**config.mk**
```make
export PLATFORM = sky130hd
export DESIGN_NAME = tvi_top
export DESIGN_NICKNAME = d
export VERILOG_FILES = /design/src/design/tvi_pkg.sv /design/src/design/tvi_top.sv
export SDC_FILE = /design/constraint.sdc
export NUM_CORES = 1
export LEC_CHECK = 0
export CAP_MARGIN = 20
export CORE_UTILIZATION = 30
export DETAILED_ROUTE_END_ITERATION = 7
export DONT_BUFFER_PORTS = 1
export GPL_TIMING_DRIVEN = 1
export PLACE_DENSITY = 0.48
export SYNTH_ARGS = -nofsm -noshare
export SYNTH_HDL_FRONTEND = slang
export SYNTH_SLANG_ARGS = --single-unit
```
**constraint.sdc**
```tcl
create_clock -name clock_i -period 5.61 [get_ports clock_i]
set_input_delay 0.561 -clock clock_i [delete_from_list [all_inputs] [get_ports clock_i]]
set_output_delay 0.561 -clock clock_i [all_outputs]
set_load 0.02 [all_outputs]
```
**src/design/tvi_pkg.sv**
```systemverilog
// package for the timer and vectored interrupt block: register offsets, fields, reset values
// assumes an 8-bit register port and one 100 MHz system clock
// Overview of operation
// - two 8-bit counters, own 6-bit prescalers
// - second prescaler internal or external; first internal
// - prescalers divide by 1 to 64
// - counters count down from 1 to 256
// - end of count raises requests four, five
// - single-pass halts; continuous mode reloads
// - start, stop, resume or reload each counter
// - counter reads are harmless; prescalers unreadable
// - second timer: clock/4 or external input
// - input pin: clock, triggers or gate
// - output pin: first, second or clock
// - first timer may clock the second
// - prescaler setup bit 1 low enables pin
// - six maskable prioritised request sources
// - mask has global and per-request enables
// - requests zero to two from pins, vectors
// - requests three to five, their vectors
// - priority register picks one pending request
// - grant disables interrupts, saves, then vectors
// - routine address is two vector bytes
// - lowest twelve bytes hold six vectors
// - masked requests still latch for polling
// - request bits 7:6 pick pin edges
package tvi_pkg;
	localparam logic [7:0] OFS_TIMER_LINK  = 8'hF0;
	localparam logic [7:0] OFS_TIMER_MODE  = 8'hF1;
	localparam logic [7:0] OFS_SECOND_CNT  = 8'hF2;
	localparam logic [7:0] OFS_SECOND_PRE  = 8'hF3;
	localparam logic [7:0] OFS_FIRST_CNT   = 8'hF4;
	localparam logic [7:0] OFS_FIRST_PRE   = 8'hF5;
	localparam logic [7:0] OFS_PRIORITY    = 8'hF9;
	localparam logic [7:0] OFS_REQUEST     = 8'hFA;
	localparam logic [7:0] OFS_MASK        = 8'hFB;
	// timer mode fields
	localparam int TM_LOAD0    = 0;
	localparam int TM_RUN0     = 1;
	localparam int TM_LOAD1    = 2;
	localparam int TM_RUN1     = 3;
	localparam int TM_PIN_LSB  = 4;
	localparam int TM_OUT_LSB  = 6;
	// prescaler setup fields
	localparam int PRE_CONT    = 0;
	localparam int PRE_INTCLK  = 1;
	localparam int PRE_DIV_LSB = 2;
	localparam int MASK_GLOBAL = 7;
	localparam int NUM_REQ     = 6;
	// input pin modes
	localparam logic [1:0] PIN_CLOCK   = 2'h0;
	localparam logic [1:0] PIN_GATE    = 2'h1;
	localparam logic [1:0] PIN_TRIG    = 2'h2;
	localparam logic [1:0] PIN_RETRIG  = 2'h3;
	// output pin selects
	localparam logic [1:0] OUT_FIRST   = 2'h0;
	localparam logic [1:0] OUT_SECOND  = 2'h1;
	localparam logic [1:0] OUT_CLOCK   = 2'h2;
	// reset values
	localparam logic [7:0] RST_MODE    = 8'h00;
	localparam logic [7:0] RST_PRE     = 8'h02;
	localparam logic [7:0] RST_LOAD    = 8'h00;
	localparam logic [5:0] RST_REQ     = 6'h00;
	// internal clock divided by four for timing
	localparam logic [1:0] INT_DIV_LAST = 2'h3;
	typedef enum logic [1:0] {TVI_IDLE, TVI_FETCH_HI, TVI_FETCH_LO, TVI_DONE} tvi_vec_state_t;
endpackage : tvi_pkg

```
**src/design/tvi_top.sv**
```systemverilog
// timers, prescalers and vectored interrupt unit in one module
// assumes synchronous pin inputs and a core that reads vector bytes one cycle after the address
`timescale 1ns/1ps
`default_nettype none
module tvi_top
	import tvi_pkg::*;
(
	// clock and reset
	input  wire logic        clock_i,
	input  wire logic        reset_n_i,
	// register port
	input  wire logic [7:0]  reg_addr_i,
	input  wire logic [7:0]  reg_wdata_i,
	input  wire logic        reg_wr_i,
	input  wire logic        reg_rd_i,
	output logic      [7:0]  reg_rdata_o,
	// pins and serial source
	input  wire logic        port3_line1_i,
	input  wire logic        port3_line2_i,
	input  wire logic        port3_line3_i,
	input  wire logic        serial_rx_byte_i,
	output logic             timer_output_pin_o,
	// core side
	input  wire logic        core_take_i,
	output logic             int_pending_o,
	output logic             int_save_o,
	output logic             pm_rd_o,
	output logic      [7:0]  pm_addr_o,
	input  wire logic [7:0]  pm_data_i,
	output logic             isr_valid_o,
	output logic      [15:0] isr_addr_o
);
	logic       rst_meta_q;
	logic       rst_n;
	logic [1:0] div_q;
	logic       int_tick;
	logic [7:0] mode_q;
	logic       link_q;
	logic [7:0] pre_q [2];
	logic [7:0] load_q [2];
	logic [7:0] cnt_q [2];
	logic [5:0] pcnt_q [2];
	logic [1:0] run_q;
	logic [1:0] eoc;
	logic [1:0] src_tick;
	logic [1:0] timer_output_pin_q;
	logic       tin_q;
	logic       p32_q;
	logic       p33_q;
	logic       tin_rise;
	logic       tin_fall;
	logic       p32_rise;
	logic       p32_fall;
	logic       p33_fall;
	logic [1:0] pin_mode;
	logic [1:0] out_sel;
	logic       pin_used;
	logic       trig_start;
	logic [7:0] req_q;
	logic [7:0] mask_q;
	logic [2:0] prio_q;
	logic [5:0] hw_set;
	logic [5:0] eligible;
	logic       found;
	logic [2:0] winner;
	logic [2:0] idx;
	logic [2:0] grant_q;
	logic       grant;
	logic [7:0] vec_hi_q;
	logic       wr_mode;
	tvi_vec_state_t state_q;

	// reset released through two flops
	always_ff @(posedge clock_i or negedge reset_n_i) begin
		if (!reset_n_i) begin
			rst_meta_q <= 1'b0;
			rst_n      <= 1'b0;
		end else begin
			rst_meta_q <= 1'b1;
			rst_n      <= rst_meta_q;
		end
	end

	// internal clock divided by four
	always_ff @(posedge clock_i or negedge rst_n) begin
		if (!rst_n) begin
			div_q <= 2'h0;
		end else begin
			div_q <= div_q + 2'h1;
		end
	end
	assign int_tick = (div_q == INT_DIV_LAST);

	// pin history for edge detection
	always_ff @(posedge clock_i or negedge rst_n) begin
		if (!rst_n) begin
			tin_q <= 1'b0;
			p32_q <= 1'b0;
			p33_q <= 1'b0;
		end else begin
			tin_q <= port3_line1_i;
			p32_q <= port3_line2_i;
			p33_q <= port3_line3_i;
		end
	end
	assign tin_rise = port3_line1_i & ~tin_q;
	assign tin_fall = ~port3_line1_i & tin_q;
	// edges of the two request pins
	assign p32_rise = port3_line2_i & ~p32_q;
	assign p32_fall = ~port3_line2_i & p32_q;
	assign p33_fall = ~port3_line3_i & p33_q;

	assign wr_mode  = reg_wr_i && (reg_addr_i == OFS_TIMER_MODE);
	assign pin_mode = mode_q[TM_PIN_LSB +: 2];
	assign pin_used = ~pre_q[1][PRE_INTCLK];
	assign trig_start = pin_used && tin_rise
		&& ((pin_mode == PIN_RETRIG) || (pin_mode == PIN_TRIG && !run_q[1]));

	// clock source of each prescaler
	always_comb begin
		src_tick[0] = int_tick;
		if (link_q) begin
			src_tick[1] = eoc[0];
		end else if (!pin_used) begin
			src_tick[1] = int_tick;
		end else begin
			case (pin_mode)
				PIN_CLOCK: src_tick[1] = tin_rise;
				PIN_GATE:  src_tick[1] = int_tick & port3_line1_i;
				default:   src_tick[1] = int_tick;
			endcase
		end
	end

	// control registers
	always_ff @(posedge clock_i or negedge rst_n) begin
		if (!rst_n) begin
			mode_q <= RST_MODE;
			link_q <= 1'b0;
			prio_q <= 3'h0;
		end else if (reg_wr_i) begin
			case (reg_addr_i)
				OFS_TIMER_MODE: mode_q <= reg_wdata_i;
				OFS_TIMER_LINK: link_q <= reg_wdata_i[0];
				OFS_PRIORITY:   prio_q <= reg_wdata_i[2:0];
				default: ;
			endcase
		end
	end

	// two timers, each a prescaler and a down counter
	for (genvar t = 0; t < 2; t++) begin : g_timer
		logic       tick;
		logic       load_now;
		logic       run_wr;
		logic [7:0] ofs_cnt;
		logic [7:0] ofs_pre;
		logic [5:0] div_field;
		logic       pre_wrap;
		assign ofs_cnt  = (t == 0) ? OFS_FIRST_CNT : OFS_SECOND_CNT;
		assign ofs_pre  = (t == 0) ? OFS_FIRST_PRE : OFS_SECOND_PRE;
		assign load_now = (wr_mode && reg_wdata_i[TM_LOAD0 + 2 * t])
			|| ((t == 1) && trig_start);
		assign run_wr   = reg_wdata_i[TM_RUN0 + 2 * t];
		// prescaler wraps on its last count
		assign div_field = pre_q[t][PRE_DIV_LSB +: 6];
		assign pre_wrap  = run_q[t] && src_tick[t] && (pcnt_q[t] == 6'h01);
		assign tick      = pre_wrap;
		assign eoc[t]    = tick && (cnt_q[t] == 8'h01);

		always_ff @(posedge clock_i or negedge rst_n) begin
			if (!rst_n) begin
				pre_q[t]  <= RST_PRE;
				load_q[t] <= RST_LOAD;
			end else if (reg_wr_i && reg_addr_i == ofs_pre) begin
				pre_q[t] <= reg_wdata_i;
			end else if (reg_wr_i && reg_addr_i == ofs_cnt) begin
				load_q[t] <= reg_wdata_i;
			end
		end

		// a zero divisor field stands for 64
		always_ff @(posedge clock_i or negedge rst_n) begin
			if (!rst_n) begin
				pcnt_q[t] <= 6'h00;
			end else if (load_now || pre_wrap) begin
				pcnt_q[t] <= div_field;
			end else if (run_q[t] && src_tick[t]) begin
				pcnt_q[t] <= pcnt_q[t] - 6'h01;
			end
		end

		// a zero load value stands for 256
		always_ff @(posedge clock_i or negedge rst_n) begin
			if (!rst_n) begin
				cnt_q[t] <= 8'h00;
				run_q[t] <= 1'b0;
				timer_output_pin_q[t] <= 1'b0;
			end else begin
				if (load_now) begin
					cnt_q[t] <= load_q[t];
				end else if (eoc[t]) begin
					cnt_q[t] <= pre_q[t][PRE_CONT] ? load_q[t] : 8'h00;
				end else if (tick) begin
					cnt_q[t] <= cnt_q[t] - 8'h01;
				end
				if (wr_mode) begin
					run_q[t] <= run_wr || ((t == 1) && trig_start);
				end else if ((t == 1) && trig_start) begin
					run_q[t] <= 1'b1;
				end else if (eoc[t] && !pre_q[t][PRE_CONT]) begin
					run_q[t] <= 1'b0;
				end
				if (eoc[t]) begin
					timer_output_pin_q[t] <= ~timer_output_pin_q[t];
				end
			end
		end
	end

	// timer output pin
	assign out_sel = mode_q[TM_OUT_LSB +: 2];

	always_ff @(posedge clock_i or negedge rst_n) begin
		if (!rst_n) begin
			timer_output_pin_o <= 1'b0;
		end else begin
			case (out_sel)
				OUT_FIRST:  timer_output_pin_o <= timer_output_pin_q[0];
				OUT_SECOND: timer_output_pin_o <= timer_output_pin_q[1];
				OUT_CLOCK:  timer_output_pin_o <= div_q[1];
				default:    timer_output_pin_o <= 1'b0;
			endcase
		end
	end

	// hardware request sources with selectable edges
	always_comb begin
		logic both;
		both = req_q[7] & req_q[6];
		hw_set[0] = (p32_rise & (req_q[6] | both))
			| (p32_fall & (~req_q[6] | both));
		hw_set[1] = p33_fall;
		hw_set[2] = (tin_rise & (req_q[7] | both)) | (tin_fall & (~req_q[7] | both));
		hw_set[3] = serial_rx_byte_i;
		hw_set[4] = eoc[0];
		hw_set[5] = eoc[1];
	end

	// request register: hardware set wins over a software clear
	always_ff @(posedge clock_i or negedge rst_n) begin
		if (!rst_n) begin
			req_q <= {2'h0, RST_REQ};
		end else begin
			logic [5:0] bits;
			bits = req_q[5:0];
			if (reg_wr_i && reg_addr_i == OFS_REQUEST) begin
				bits = reg_wdata_i[5:0];
				req_q[7:6] <= reg_wdata_i[7:6];
			end
			// clear the request being served itself: a registered index
			// would lag a mask or request write in the cycle before the grant
			if (grant) begin
				bits[winner] = 1'b0;
			end
			req_q[5:0] <= bits | hw_set;
		end
	end

	// mask register; a grant drops the global enable
	always_ff @(posedge clock_i or negedge rst_n) begin
		if (!rst_n) begin
			mask_q <= 8'h00;
		end else if (grant) begin
			mask_q[MASK_GLOBAL] <= 1'b0;
		end else if (reg_wr_i && reg_addr_i == OFS_MASK) begin
			mask_q <= reg_wdata_i;
		end
	end

	assign eligible = req_q[5:0] & mask_q[5:0] & {NUM_REQ{mask_q[MASK_GLOBAL]}};

	// rotating priority starting at the programmed request
	always_comb begin
		found  = 1'b0;
		winner = 3'h0;
		idx    = 3'h0;
		for (int k = 0; k < NUM_REQ; k++) begin
			idx = 3'((int'(prio_q) + k) % NUM_REQ);
			if (!found && eligible[idx]) begin
				found  = 1'b1;
				winner = idx;
			end
		end
	end

	assign int_pending_o = found && (state_q == TVI_IDLE);
	assign grant = int_pending_o && core_take_i;

	// vector index latched at the grant, used for the low byte fetch
	always_ff @(posedge clock_i or negedge rst_n) begin
		if (!rst_n) begin
			grant_q <= 3'h0;
		end else if (grant) begin
			grant_q <= winner;
		end
	end

	// interrupt cycle: save and fetch the first vector byte, then fetch the second
	always_ff @(posedge clock_i or negedge rst_n) begin
		if (!rst_n) begin
			state_q     <= TVI_IDLE;
			int_save_o  <= 1'b0;
			pm_rd_o     <= 1'b0;
			pm_addr_o   <= 8'h00;
			vec_hi_q    <= 8'h00;
			isr_valid_o <= 1'b0;
			isr_addr_o  <= 16'h0000;
		end else begin
			int_save_o  <= 1'b0;
			pm_rd_o     <= 1'b0;
			isr_valid_o <= 1'b0;
			case (state_q)
				TVI_IDLE: begin
					if (grant) begin
						int_save_o <= 1'b1;
						pm_rd_o    <= 1'b1;
						pm_addr_o  <= {4'h0, winner, 1'b0};
						state_q    <= TVI_FETCH_HI;
					end
				end
				TVI_FETCH_HI: begin
					pm_rd_o   <= 1'b1;
					pm_addr_o <= {4'h0, grant_q, 1'b1};
					state_q   <= TVI_FETCH_LO;
				end
				TVI_FETCH_LO: begin
					vec_hi_q <= pm_data_i;
					state_q  <= TVI_DONE;
				end
				TVI_DONE: begin
					isr_addr_o  <= {vec_hi_q, pm_data_i};
					isr_valid_o <= 1'b1;
					state_q     <= TVI_IDLE;
				end
				default: state_q <= TVI_IDLE;
			endcase
		end
	end

	// read data one cycle after the strobe; prescaler setups are write-only
	always_ff @(posedge clock_i or negedge rst_n) begin
		if (!rst_n) begin
			reg_rdata_o <= 8'h00;
		end else if (reg_rd_i) begin
			case (reg_addr_i)
				OFS_TIMER_LINK: reg_rdata_o <= {7'h00, link_q};
				OFS_TIMER_MODE: reg_rdata_o <= {mode_q[7:4], run_q[1], 1'b0, run_q[0], 1'b0};
				OFS_SECOND_CNT: reg_rdata_o <= cnt_q[1];
				OFS_FIRST_CNT:  reg_rdata_o <= cnt_q[0];
				OFS_PRIORITY:   reg_rdata_o <= {5'h00, prio_q};
				OFS_REQUEST:    reg_rdata_o <= req_q;
				OFS_MASK:       reg_rdata_o <= mask_q;
				default:        reg_rdata_o <= 8'h00;
			endcase
		end else begin
			reg_rdata_o <= 8'h00;
		end
	end
endmodule : tvi_top
`default_nettype wire

```
======== Yosys cells after proc, flatten, opt, wreduce, memory -nomap -nowiden ========
Cells that the tools add are included.
operators by class
  $add $sub $neg .......................... 10
  divide/modulo/power cells ............... 6
  order comparisons ....................... 8
  eq/ne operators ......................... 23
  mux-type cells .......................... 61
  bitwise gates (word level) .............. 35
  reductions and logical operators ........ 59
operators with widths
  cell                                                         number
  remainder unit 32 x 4 -> 32 bit (second input constant)      5
  2-to-1 mux 8 bit                                             11
  equality test 8 bit (second input constant)                  9
  case mux 8 bit (7 select lines)                              1
  2-to-1 mux 6 bit                                             6
  remainder unit 4 x 4 -> 32 bit (second input constant)       1
  logical AND 1 bit                                            28
  less-than comparator 3 x 4 -> 1 bit (second input constant)  7
  2-to-1 mux 1 bit                                             24
  bitwise AND 6 bit                                            3
  binary-select mux 1 bit (select 3 bit)                       6
  2-to-1 mux 3 bit                                             6
  equality test 8 x 1 -> 1 bit (second input constant)         2
  case mux 8 bit (2 select lines)                              1
  subtractor 8 x 1 -> 8 bit (second input constant)            2
  AND reduction 2 bit                                          7
  inverter 1 bit                                               13
  equality test 2 bit (second input constant)                  6
  equality test 6 x 1 -> 1 bit (second input constant)         2
  subtractor 6 x 1 -> 6 bit (second input constant)            2
  bitwise AND 1 bit                                            11
  nonzero test 2 bit                                           5
  nonzero test 3 bit                                           3
  adder 3 x 2 -> 4 bit (second input constant)                 2
  other kinds (17)                                             39
storage, ports and cells
  register bits ........................... 148
  output and inout port bits .............. 37

======== Logic depth before layout (Yosys ltp) ========
Gate-level depths: netlist (run 1).
  word-level depth ........................ 28
  gate-level depth with buffers ........... 16
  mapped depth without buffers ............ 14

======== Worst setup path after synthesis (run 1) ========
Ideal clock, no wire load.
  path type ............................... reg-to-reg
  from .................................... reg prio_q[2]
  to ...................................... reg req_q[2]
  library setup time ...................... 0.138 ns
  data arrival time ....................... 3.541 ns
  data required time ...................... 5.472 ns
  path slack .............................. 1.931 ns
  cell stages (with the launch flop) ...... 16
  period minus slack after synthesis ...... 3.679 ns
  path through ............................ dfrtp_1 > buf_6 > inv_1 > ha_1 > clkbuf_1 > a21o_1 > ha_1 > nor2b_1 > a31oi_1 > a22oi_1 > a211oi_1 > mux2_2 > or3_1 > o22ai_1 > a211o_1 > o221ai_1
on the way
  longest elaborated chain between the ends .. 27
  elaborated cells on any way between the ends .. 56
ends and longest elaborated chain
  element                                                                   line            RTL
  from (decl)                                                               tvi_top.sv:61   logic [2:0] prio_q;
  from (signal assigned)                                                    tvi_top.sv:145  OFS_PRIORITY: prio_q <= reg_wdata_i[2:0];
  branches (longest 25 deep; another with remainder unit 32 x 4 -> 32 bit)  -
  2-to-1 mux 6 bit *                                                        tvi_top.sv:263  if (grant) begin
  OR 6 bit *                                                                tvi_top.sv:266  req_q[5:0] <= bits | hw_set;
  to (signal assigned)                                                      tvi_top.sv:253  req_q <= {2'h0, RST_REQ};
  to (signal assigned)                                                      tvi_top.sv:266
  to (decl)                                                                 tvi_top.sv:59   logic [7:0] req_q;
Mark *: on every way between the ends. The select of a mux whose other input is x is not followed.
A chain may end at the register's enable or synchronous reset.

======== Worst setup path after layout (run 1) ========
  from .................................... reg prio_q[0]
  to ...................................... reg req_q[2]
Same word-level chain as after synthesis.

==> metrics.md, run 1 <==
| Metric | Value |
|---|---|
| Max stage delay on crit path | 0.87 ns |
| H-tree level count | 4 |
| Min Tclk post-route | 4.70 ns |
| Seq pwr share | 0.467 |
| Switch share | 0.329 |
| Critical R2R Launch | prio_q[0] |
| Worst Path Required | 5.88 ns |
| Synth warnings | 0 |
| Clock Latency Late Sink | 0.42 ns |
| Worst slew margin | 0.347 |
| Post-CTS setup buffer count | 0 |
| Num rows | 57 |
| Syn avg cell area | 10.1 um2 |
| Worst Path Arrival | 4.97 ns |
| Max Root-Sink Buffers | 2 |
| Worst vdd ir | 0.211 mV |
| Residual DRC | 0 |
| Worst slew pin tran | 0.971 ns |
| GRT Residual Overflow | 0 |
| Cell mode on critical path | inv_1 |
| Top post-synthesis cells by area | dfrtp_1 (46%), mux2_2 (11%), ha_1 (4.3%), a21oi_1 (4.2%), o21ai_0 (3.4%) |
| Setup-failing EPs final | 0 |
| Ys async rst share | 1.00 |
| Slowest cell on crit path | dfrtp_1 |
| EDFF count, synth | 0 |
| Share of post-route cells with drive strength above 1 | 0.169 |
| Final Slew Violations | 0 |
| CTS Hold Bufs | 1 |
| Post-Syn Instances | 747 |
| Placed Cells | 1049 |
| Die area | 25800 um2 |
| Port Buffers | 0 |
| # Max-Cap Violations | 0 |
| Reg clk slew, reported paths | 0.06 ns |
| Max Fclk | 213 MHz |
| CP Capture Type | register |
| Post-synth top flop | dfrtp_1 |
| Total track usage | 0.159 |
| Post-synthesis cell type count | 69 |
| Combinational fraction of design power | 0.208 |
| First-pass GRT wire length | 31600 um |
| FF+latch count, synth | 139 |
| Initial Utilization | 0.308 |
| Largest area contributor in the netlist | dfrtp_1 |
| N_diodes | 0 |
| Crit share post-route | 0.837 |
| Crit. Startpoint | prio_q[0] |
| Crit Path Class | register to register |
| Routability cong. | 0.853 |
| Worst R2R Path Depth | 11 |
| Unrepaired setup endpoints after global routing | no |
| Core Footprint | 24500 um2 |
| CTS buffer count | 17 |
| Top cell type's share of synthesized area | 0.458 |
| Worst path cell trace | inv_1 > ha_1 > inv_1 > a21oi_1 > a22oi_1 > a211oi_1 > mux2i_1 > o311a_1 > nor3b_4 > a211o_1 > o221ai_1 |
| Critical Path Start Type | register |
| Worst-path fanout max | 29 |
| Setup_tns | 0 ns |
| # resized after CTS | 0 |
| DIE WIDTH | 161 um |
| Final nets | 804 |
| Psw | 0.00104 W |
| Final Hold Viols | 0 |
| HP Class | primary input to register |
| Status | completed |
| Pre-antenna DRT Iters | 4 |
| Post-route clock skew | 0.0104 ns |
| Area delta synth->final | 11.7% |
| Via/cell ratio | 5.20 |
| Hold Startpoint | port3_line3_i |
| Mapped cell area | 7540 um2 |
| Leak | 3.66 nW |
| Clock root buffer | clkbuf_16 |
| Post-DP HPWL | 14100 um |
| Initial antenna violation count | 0 |
| Fin cells | 1082 |
| Vias post-DR | 5625 |
| Clock Power Share | 0.325 |
| WL final | 19600 um |
| Register area share after synthesis | 0.462 |
| CTS tree | done |
| Wire per inst | 18.2 um |
| Die H | 161 um |
| Worst Hold Path Cells | 0 |
| Power per Cell Area | 376 nW/um2 |
| Sink Count | 139 |
| Largest net degree at the start of global routing | 58 |
| DR iter-0 viols | 406 |
| I/O pin cnt | 70 |
| Vias in the first global route | 5517 |
| DRT antenna net count | 0 |
| Cell internal pwr | 0.00213 W |
logic make-up (layout without fill, tap and decap cells):
logic type               count (synthesis)  after routing  synth area share
AND/OR/NAND/NOR                        215            215             0.147
AO/OA/AOI/OAI                          201            201             0.166
flip-flops                             139            139             0.462
multiplexers                            87             87             0.128
buffers and inverters                   63             71            0.0359
adder cells (fa/ha/maj)                 26             26            0.0432
XOR/XNOR                                14             14            0.0173
other                                    2              5          0.000996
routing by layer:
| metal | wire length, um | vias up | track usage |
|---|---|---|---|
| met5 | 0 | - | 0 |
| met2 | 9360 | 96 | 0.254 |
| met1 | 9420 | 2778 | 0.216 |
| li1 | - | 2735 | - |
| met4 | 211 | 0 | 0.0446 |
| met3 | 661 | 16 | 0.0325 |
power groups by stage:
stage	Sequential (W)	Combinational [W]	Clock, W
2_1_floorplan	0.00145	0.000557	0
6_report	0.00148	0.000659	0.00103
3_3_place_gp	0.00150	0.000655	0
4_1_cts	0.00148	0.000667	0.00107
3_5_place_dp	0.00150	0.000659	0
5_1_grt	0.00151	0.000751	0.00111
state kept, by name, summed over array words and instances, names as in the netlist, 12 cells and up:
register,cells
cnt_q,16
pcnt_q,12
isr_addr_o,16
g_timer.div_field,12
load_q,16
worst paths after layout:
path / end / slack [ns]
worst max-delay path: req_q[2] / 0.91
worst min-delay path: p33_q / 0.17
worst max register to register: req_q[2] / 0.91
worst min register to register: cnt_q[3] / 0.25
max in group asynchronous: load_q[12] / 4.30
min in group asynchronous: cnt_q[3] / 0.25
cells in the final DEF, fill, tap and decap left out, types with 4 or more instances in the layout:
cell type     n
nand4_1       7
nand3b_1      5
a22oi_1      15
o21ai_1       5
a21o_1        6
o21ai_0      51
and3_1        4
dfrtp_1     137
nand4b_1      4
a21oi_1      63
xnor2_1      10
or3_1         6
o211ai_1      4
nand2_1      47
clkbuf_16    17
nor3_1       15
nor2_1       58
conb_1        5
nor3b_1       5
a31oi_1       8
clkinvlp_4    6
buf_4         6
nand3_1      20
nor4_1        6
inv_1        30
ha_1         26
o22ai_1       5
mux2i_1      11
nor2b_1      13
a211oi_1      9
a222oi_1      5
mux2_2       76
nand2b_1      8
cell usage after synthesis, types with 10 or more instances:
cell type / count
xnor2_1: 10
inv_1: 30
mux2_2: 76
nor2b_1: 13
dfrtp_1: 138
nor3_1: 15
a21oi_1: 63
nand2_1: 47
ha_1: 26
mux2i_1: 11
o21ai_0: 51
a22oi_1: 15
nand3_1: 20
nor2_1: 58
clkbuf_1: 21
stage by stage:
stage	hold WS (ns)	instance area, um2	util	total power [W]	worst slack [ns]
after global placement	0.257	7850	0.321	0.00215	1.03
final	0.171	8420	0.344	0.00317	0.913
after floorplan	0.265	7550	-	0.00200	1.45
after global routing	0.134	8420	0.344	0.00337	0.439
after CTS	0.142	8420	0.344	0.00322	0.925
after detailed placement	0.254	7860	0.321	0.00216	0.949
cell type report:
class	instances	area [um2]
sequential	139	3480
timing repair buffer	7	55.1
clock inverter	12	90.1
inverter	32	120
clock buffer	20	457
multi-input combinational	548	3800
fill	2480	16000
tap	324	405
worst max-delay path: cells and delay by family, from the launching register on:
| family | cells | cell delay [ns] |
|---|---|---|
| AOI/OAI and AO/OA | 6 | 1.78 |
| adders and majority gates | 1 | 0.65 |
| buffers and inverters | 2 | 0.52 |
| DFF | 1 | 0.87 |
| muxes | 1 | 0.31 |
| and+or+nand+nor | 1 | 0.40 |
Power figures use the tool's default switching activity.
==> run 2: changes to the inputs <==
==> constraint.sdc (replaced) <==
create_clock -name clock_i -period 4.6 [get_ports clock_i]
set_input_delay 0.46 -clock clock_i [delete_from_list [all_inputs] [get_ports clock_i]]
set_output_delay 0.46 -clock clock_i [all_outputs]
set_load 0.02 [all_outputs]
==> run 2 against run 1 <==
Effect of this change: clock-buffer cell count decreased by 2; register-to-register slack got worse by 0.50 ns; die area unchanged; via count is 0.39% higher; fmax up 12%; global-route usage grew 0.32 points; power rose by 26%.
==> metrics.md, run 2 (synthesized netlist as in run 1, its figures left out) <==
| Metric | Value |
|---|---|
| Num rows | 57 |
| FF+latch area | 3480 um2 |
| Total track usage | 0.162 |
| Worst path cell trace | inv_1 > ha_1 > a21oi_1 > inv_1 > ha_1 > nand2b_1 > nor3_1 > a2bb2oi_2 > a31oi_1 > or3_4 > o311a_2 > nor2_4 > mux2_2 |
| Initial antenna violation count | 0 |
| Sink Count | 139 |
| Worst slew pin tran | 0.926 ns |
| Worst R2R Path Depth | 13 |
| First-pass GRT wire length | 32300 um |
| Final Slew Violations | 0 |
| CTS buffer count | 17 |
| Die H | 161 um |
| PnR worst setup slack | 0.408 ns |
| Vias post-DR | 5647 |
| Final Hold Viols | 0 |
| Multi-input gate area | 3810 um2 |
| DR iter-0 viols | 283 |
| Status | completed |
| Residual DRC | 0 |
| WL final | 19900 um |
| Core Footprint | 24500 um2 |
| Worst Path Arrival | 4.49 ns |
| Most common cell after layout, fill and taps aside | dfrtp_1 |
| Worst slew margin | 0.378 |
| Placement Cell Area | 7910 um2 |
| Unrepaired setup endpoints after global routing | no |
| Crit Path Class | register to register |
| HP Class | primary input to register |
| Largest net degree at the start of global routing | 60 |
| Die area | 25800 um2 |
| Placed Cells | 1056 |
| DIE WIDTH | 161 um |
| Worst-path fanout max | 18 |
| Max stage delay on crit path | 0.53 ns |
| Max Fclk | 239 MHz |
| Largest regs | cnt_q (16), isr_addr_o (16), load_q (16) |
| Worst vdd ir | 0.255 mV |
| GRT Residual Overflow | 0 |
| Final nets | 811 |
| Worst hold slack | 0.0665 ns |
| Post-DP HPWL | 14400 um |
| Worst Path Required | 4.90 ns |
| CP Capture Type | register |
| CP endpoint | mask_q[5] |
| Share of post-route cells with drive strength above 1 | 0.179 |
| Critical Path Start Type | register |
| Via/cell ratio | 5.19 |
| FILL cells | 2496 |
| Initial Utilization | 0.308 |
| Final instance area | 8520 um2 |
| R2R setup slack | 0.41 ns |
| Clock root buffer | clkbuf_16 |
| Clock Latency Late Sink | 0.42 ns |
| Slowest cell on crit path | dfrtp_1 |
| Setup WS pre-CTS | 0.331 ns |
| H-tree level count | 4 |
| Crit. Startpoint | prio_q[1] |
| Min Tclk post-route | 4.19 ns |
| DRT antenna net count | 0 |
| N_diodes | 0 |
| Reg clk slew, reported paths | 0.07 ns |
| Max Root-Sink Buffers | 2 |
| Crit share post-route | 0.911 |
| Setup_tns | 0 ns |
| Setup-failing EPs final | 0 |
| # Max-Cap Violations | 0 |
| Port Buffers | 0 |
| Pre-antenna DRT Iters | 5 |
| Worst Hold Path Cells | 0 |
| Vias in the first global route | 5652 |
| Area delta synth->final | 13.1% |
| Wire per inst | 18.3 um |
| Routability cong. | 0.839 |
| Leak | 3.72 nW |
| I/O pin cnt | 70 |
| Fin cells | 1089 |
| Most frequent cells in the layout | dfrtp_1 (137), mux2_2 (76), a21oi_1 (63), nor2_1 (58), o21ai_0 (51) |
| Critical R2R Launch | prio_q[1] |
| Crit Reg-Reg Endpoint | mask_q[5] |
| Power per Cell Area | 470 nW/um2 |
| CTS tree | done |
| Post-route clock skew | 0.0105 ns |
==> run 2: area by class of cell <==
cell class | instances | area share
Multi-Input combinational cell | 548 | 0.446
Clock inverter | 14 | 0.0191
Clock buffer | 18 | 0.0515
Timing Repair Buffer | 14 | 0.0126
Inverter | 32 | 0.0141
Sequential cell | 139 | 0.409
Tap cell | 324 | 0.0476
==> run 2: per-layer routing <==
metal,GRT usage,up-vias,part of all wire
met5,0,-,0
met4,0.0498,0,0.015
met3,0.0302,21,0.025
met2,0.262,77,0.48
met1,0.218,2806,0.48
li1,-,2743,-
==> run 2: repair_timing <==
item | in CTS | in global routing
resized for setup | 0 | 1
setup endpoints to repair | 0 | 8
endpoints found under the hold margin | 2 | 0
setup buffers | 0 | 0
hold buffers | 1 | 0
==> run 2: how the worst min path moves through the flow <==
stage	endpoint	slack [ns]	startpoint
2_1_floorplan	rst_meta_q	0.16	reset_n_i
3_3_place_gp	rst_meta_q	0.16	reset_n_i
3_5_place_dp	rst_meta_q	0.16	reset_n_i
4_1_cts	p33_q	0.04	port3_line3_i
5_1_grt	p33_q	0.04	port3_line3_i
6_report	p33_q	0.07	port3_line3_i
==> run 2: metrics by stage <==
step	total power, W	utilization
finish	0.00401	0.348
global route	0.00425	0.348
CTS	0.00406	0.348
detailed placement	0.00265	0.323
global placement	0.00265	0.323
floorplan	0.00244	-
==> run 2: where the power goes <==
part           internal [W]  switching, W  total (W)  leakage, nW
Sequential          0.00147      0.000331    0.00180         1.75
Combinational      0.000405      0.000409   0.000814         1.68
Clock              0.000824      0.000565    0.00139        0.287
==> run 2: critical path: cells and delay by family, from the launching register on <==
family / cells / cell delay [ns]
buffers and inverters: 2 / 0.36
adder cells (fa/ha/maj): 2 / 0.59
multiplexers: 1 / 0.36
AND/OR/NAND/NOR: 4 / 1.06
AO/OA/AOI/OAI: 4 / 1.16
flip-flops: 1 / 0.53
==> run 3: changes to the inputs <==
--- a/config.mk
+++ b/config.mk
@@ -6,11 +6,11 @@
 export NUM_CORES = 1
 export LEC_CHECK = 0
 export CAP_MARGIN = 20
+export CORE_MARGIN = 2
 export CORE_UTILIZATION = 30
 export DETAILED_ROUTE_END_ITERATION = 7
 export DONT_BUFFER_PORTS = 1
 export GPL_TIMING_DRIVEN = 1
-export PLACE_DENSITY = 0.48
 export SYNTH_ARGS = -nofsm -noshare
 export SYNTH_HDL_FRONTEND = slang
 export SYNTH_SLANG_ARGS = --single-unit
==> run 3 against run 2 <==
Effect of this change: via count increased by 0.85%; highest routed layer unchanged; clock skew decreased by 0.00083 ns; critical path type unchanged; power decreased by 1.9%; critical endpoint is now mask_q[4]; routed wire length shrank 3.4%.
==> metrics.md, run 3 (synthesized netlist as in run 1, its figures left out) <==
| Metric | Value |
|---|---|
| DIE WIDTH | 163 um |
| GRT Residual Overflow | 0 |
| Via/cell ratio | 5.21 |
| Crit Path Class | register to register |
| FILL cells | 2494 |
| I/O pin cnt | 70 |
| Worst Path Required | 4.89 ns |
| Max Root-Sink Buffers | 2 |
| Total track usage | 0.148 |
| Wire per inst | 17.6 um |
| Residual DRC | 0 |
| Pre-antenna DRT Iters | 5 |
| Sink Count | 139 |
| Final Hold Viols | 0 |
| Routability cong. | 0.858 |
| Vias post-DR | 5695 |
| Clock root buffer | clkbuf_16 |
| Max Fclk | 231 MHz |
| Die H | 163 um |
| DRT antenna net count | 0 |
| Post-DP HPWL | 13800 um |
| Setup_tns | 0 ns |
| Reg clk slew, reported paths | 0.06 ns |
| Worst slew margin | 0.365 |
| Min Tclk post-route | 4.33 ns |
| Area delta synth->final | 12.8% |
| Most frequent cells in the layout | dfrtp_1 (137), mux2_2 (76), a21oi_1 (63), nor2_1 (58), o21ai_0 (51) |
| Worst slew pin tran | 0.945 ns |
| H-tree level count | 4 |
| Most common cell after layout, fill and taps aside | dfrtp_1 |
| Largest net degree at the start of global routing | 81 |
| Vias in the first global route | 5398 |
| Die area | 26400 um2 |
| Largest regs | cnt_q (16), isr_addr_o (16), load_q (16) |
| WL final | 19200 um |
| Leak | 3.70 nW |
| Setup-failing EPs final | 0 |
| CP Capture Type | register |
| Power per Cell Area | 462 nW/um2 |
| DR iter-0 viols | 503 |
| Num rows | 58 |
| Worst vdd ir | 0.279 mV |
| Total power | 0.00393 W |
| Core Footprint | 24900 um2 |
| Worst-path fanout max | 18 |
| Worst Path Arrival | 4.63 ns |
| Post-route clock skew | 0.00970 ns |
| Status | completed |
| Unrepaired setup endpoints after global routing | no |
| # Max-Cap Violations | 0 |
| HP Class | primary input to register |
| Clock Latency Late Sink | 0.42 ns |
| Initial Utilization | 0.303 |
| Critical Path Start Type | register |
| Crit share post-route | 0.941 |
| Final nets | 809 |
| Share of post-route cells with drive strength above 1 | 0.176 |
| CTS tree | done |
| CTS buffer count | 17 |
| Final Slew Violations | 0 |
| Port Buffers | 0 |
| Initial antenna violation count | 1 |
| First-pass GRT wire length | 30500 um |
## run 3: layer usage
layer  routed length [um]  part of all wire  GRT usage  vias up
li1                     -                 -          -     2722
met1                 8920              0.46      0.201     2818
met5                    0                 0          0        -
met2                 8980              0.47      0.232      131
met3                  990             0.051     0.0349       24
met4                  350             0.018     0.0523        0
## run 3: timing repair
action,4_1_cts,5_1_grt
hold endpoints to repair,2,0
setup endpoints to repair,0,13
hold buffers,1,0
buffers inserted,0,0
resized for setup,0,1
## run 3: power by group
group	internal, W	leakage (nW)	switching, W	total, W
combinational	0.000405	1.68	0.000415	0.000820
sequential	0.00147	1.75	0.000328	0.00180
clock	0.000774	0.269	0.000535	0.00131
## run 3: critical path, cell delays in order (launching register included)
cell and delay, ns:
dfrtp_1 0.54, inv_1 0.22, ha_1 0.31, a21oi_1 0.35, inv_1 0.15, ha_1 0.30, nand2b_1 0.14, o21ai_1 0.11
o21ai_0 0.44, nor3b_1 0.13, or3_4 0.38, o311a_2 0.50, nor2_4 0.28, mux2_2 0.36
## run 3: path summary, 6_finish.rpt
kind / start / to / slack [ns] / depth (start not counted)
min: port3_line1_i / tin_q / 0.07 / 0
min in group asynchronous: rst_n / load_q[1] / 0.15 / 0
min reg2reg: rst_n / load_q[1] / 0.15 / 0
max reg2reg: prio_q[1] / mask_q[4] / 0.27 / 13
max: prio_q[1] / mask_q[4] / 0.27 / 13
max in group asynchronous: rst_n / cnt_q[7] / 3.41 / 2
## run 3: final cells by class
| class | instances | area, um2 | share of cell area |
|---|---|---|---|
| multi-input cells | 548 | 3810 | 0.448 |
| inverters | 32 | 120 | 0.0141 |
| diodes | 1 | 2.50 | 0.000294 |
| clock inverters | 12 | 114 | 0.0134 |
| well taps | 330 | 413 | 0.0486 |
| clock buffers | 19 | 453 | 0.0533 |
| flip-flops and latches | 139 | 3480 | 0.410 |
| repair buffers | 12 | 113 | 0.0132 |
## run 3: per-stage QoR
step           cell area, um2   util  worst slack [ns]  hold WS [ns]  instances
2_1_floorplan            7550      -             0.442         0.164        750
3_3_place_gp             7900  0.317             0.378         0.164       1059
3_5_place_dp             7900  0.317             0.321         0.164       1059
4_1_cts                  8470  0.340             0.304        0.0538       1091
5_1_grt                  8500  0.342            0.0359        0.0451       1092
6_report                 8500  0.342             0.269        0.0688       1093
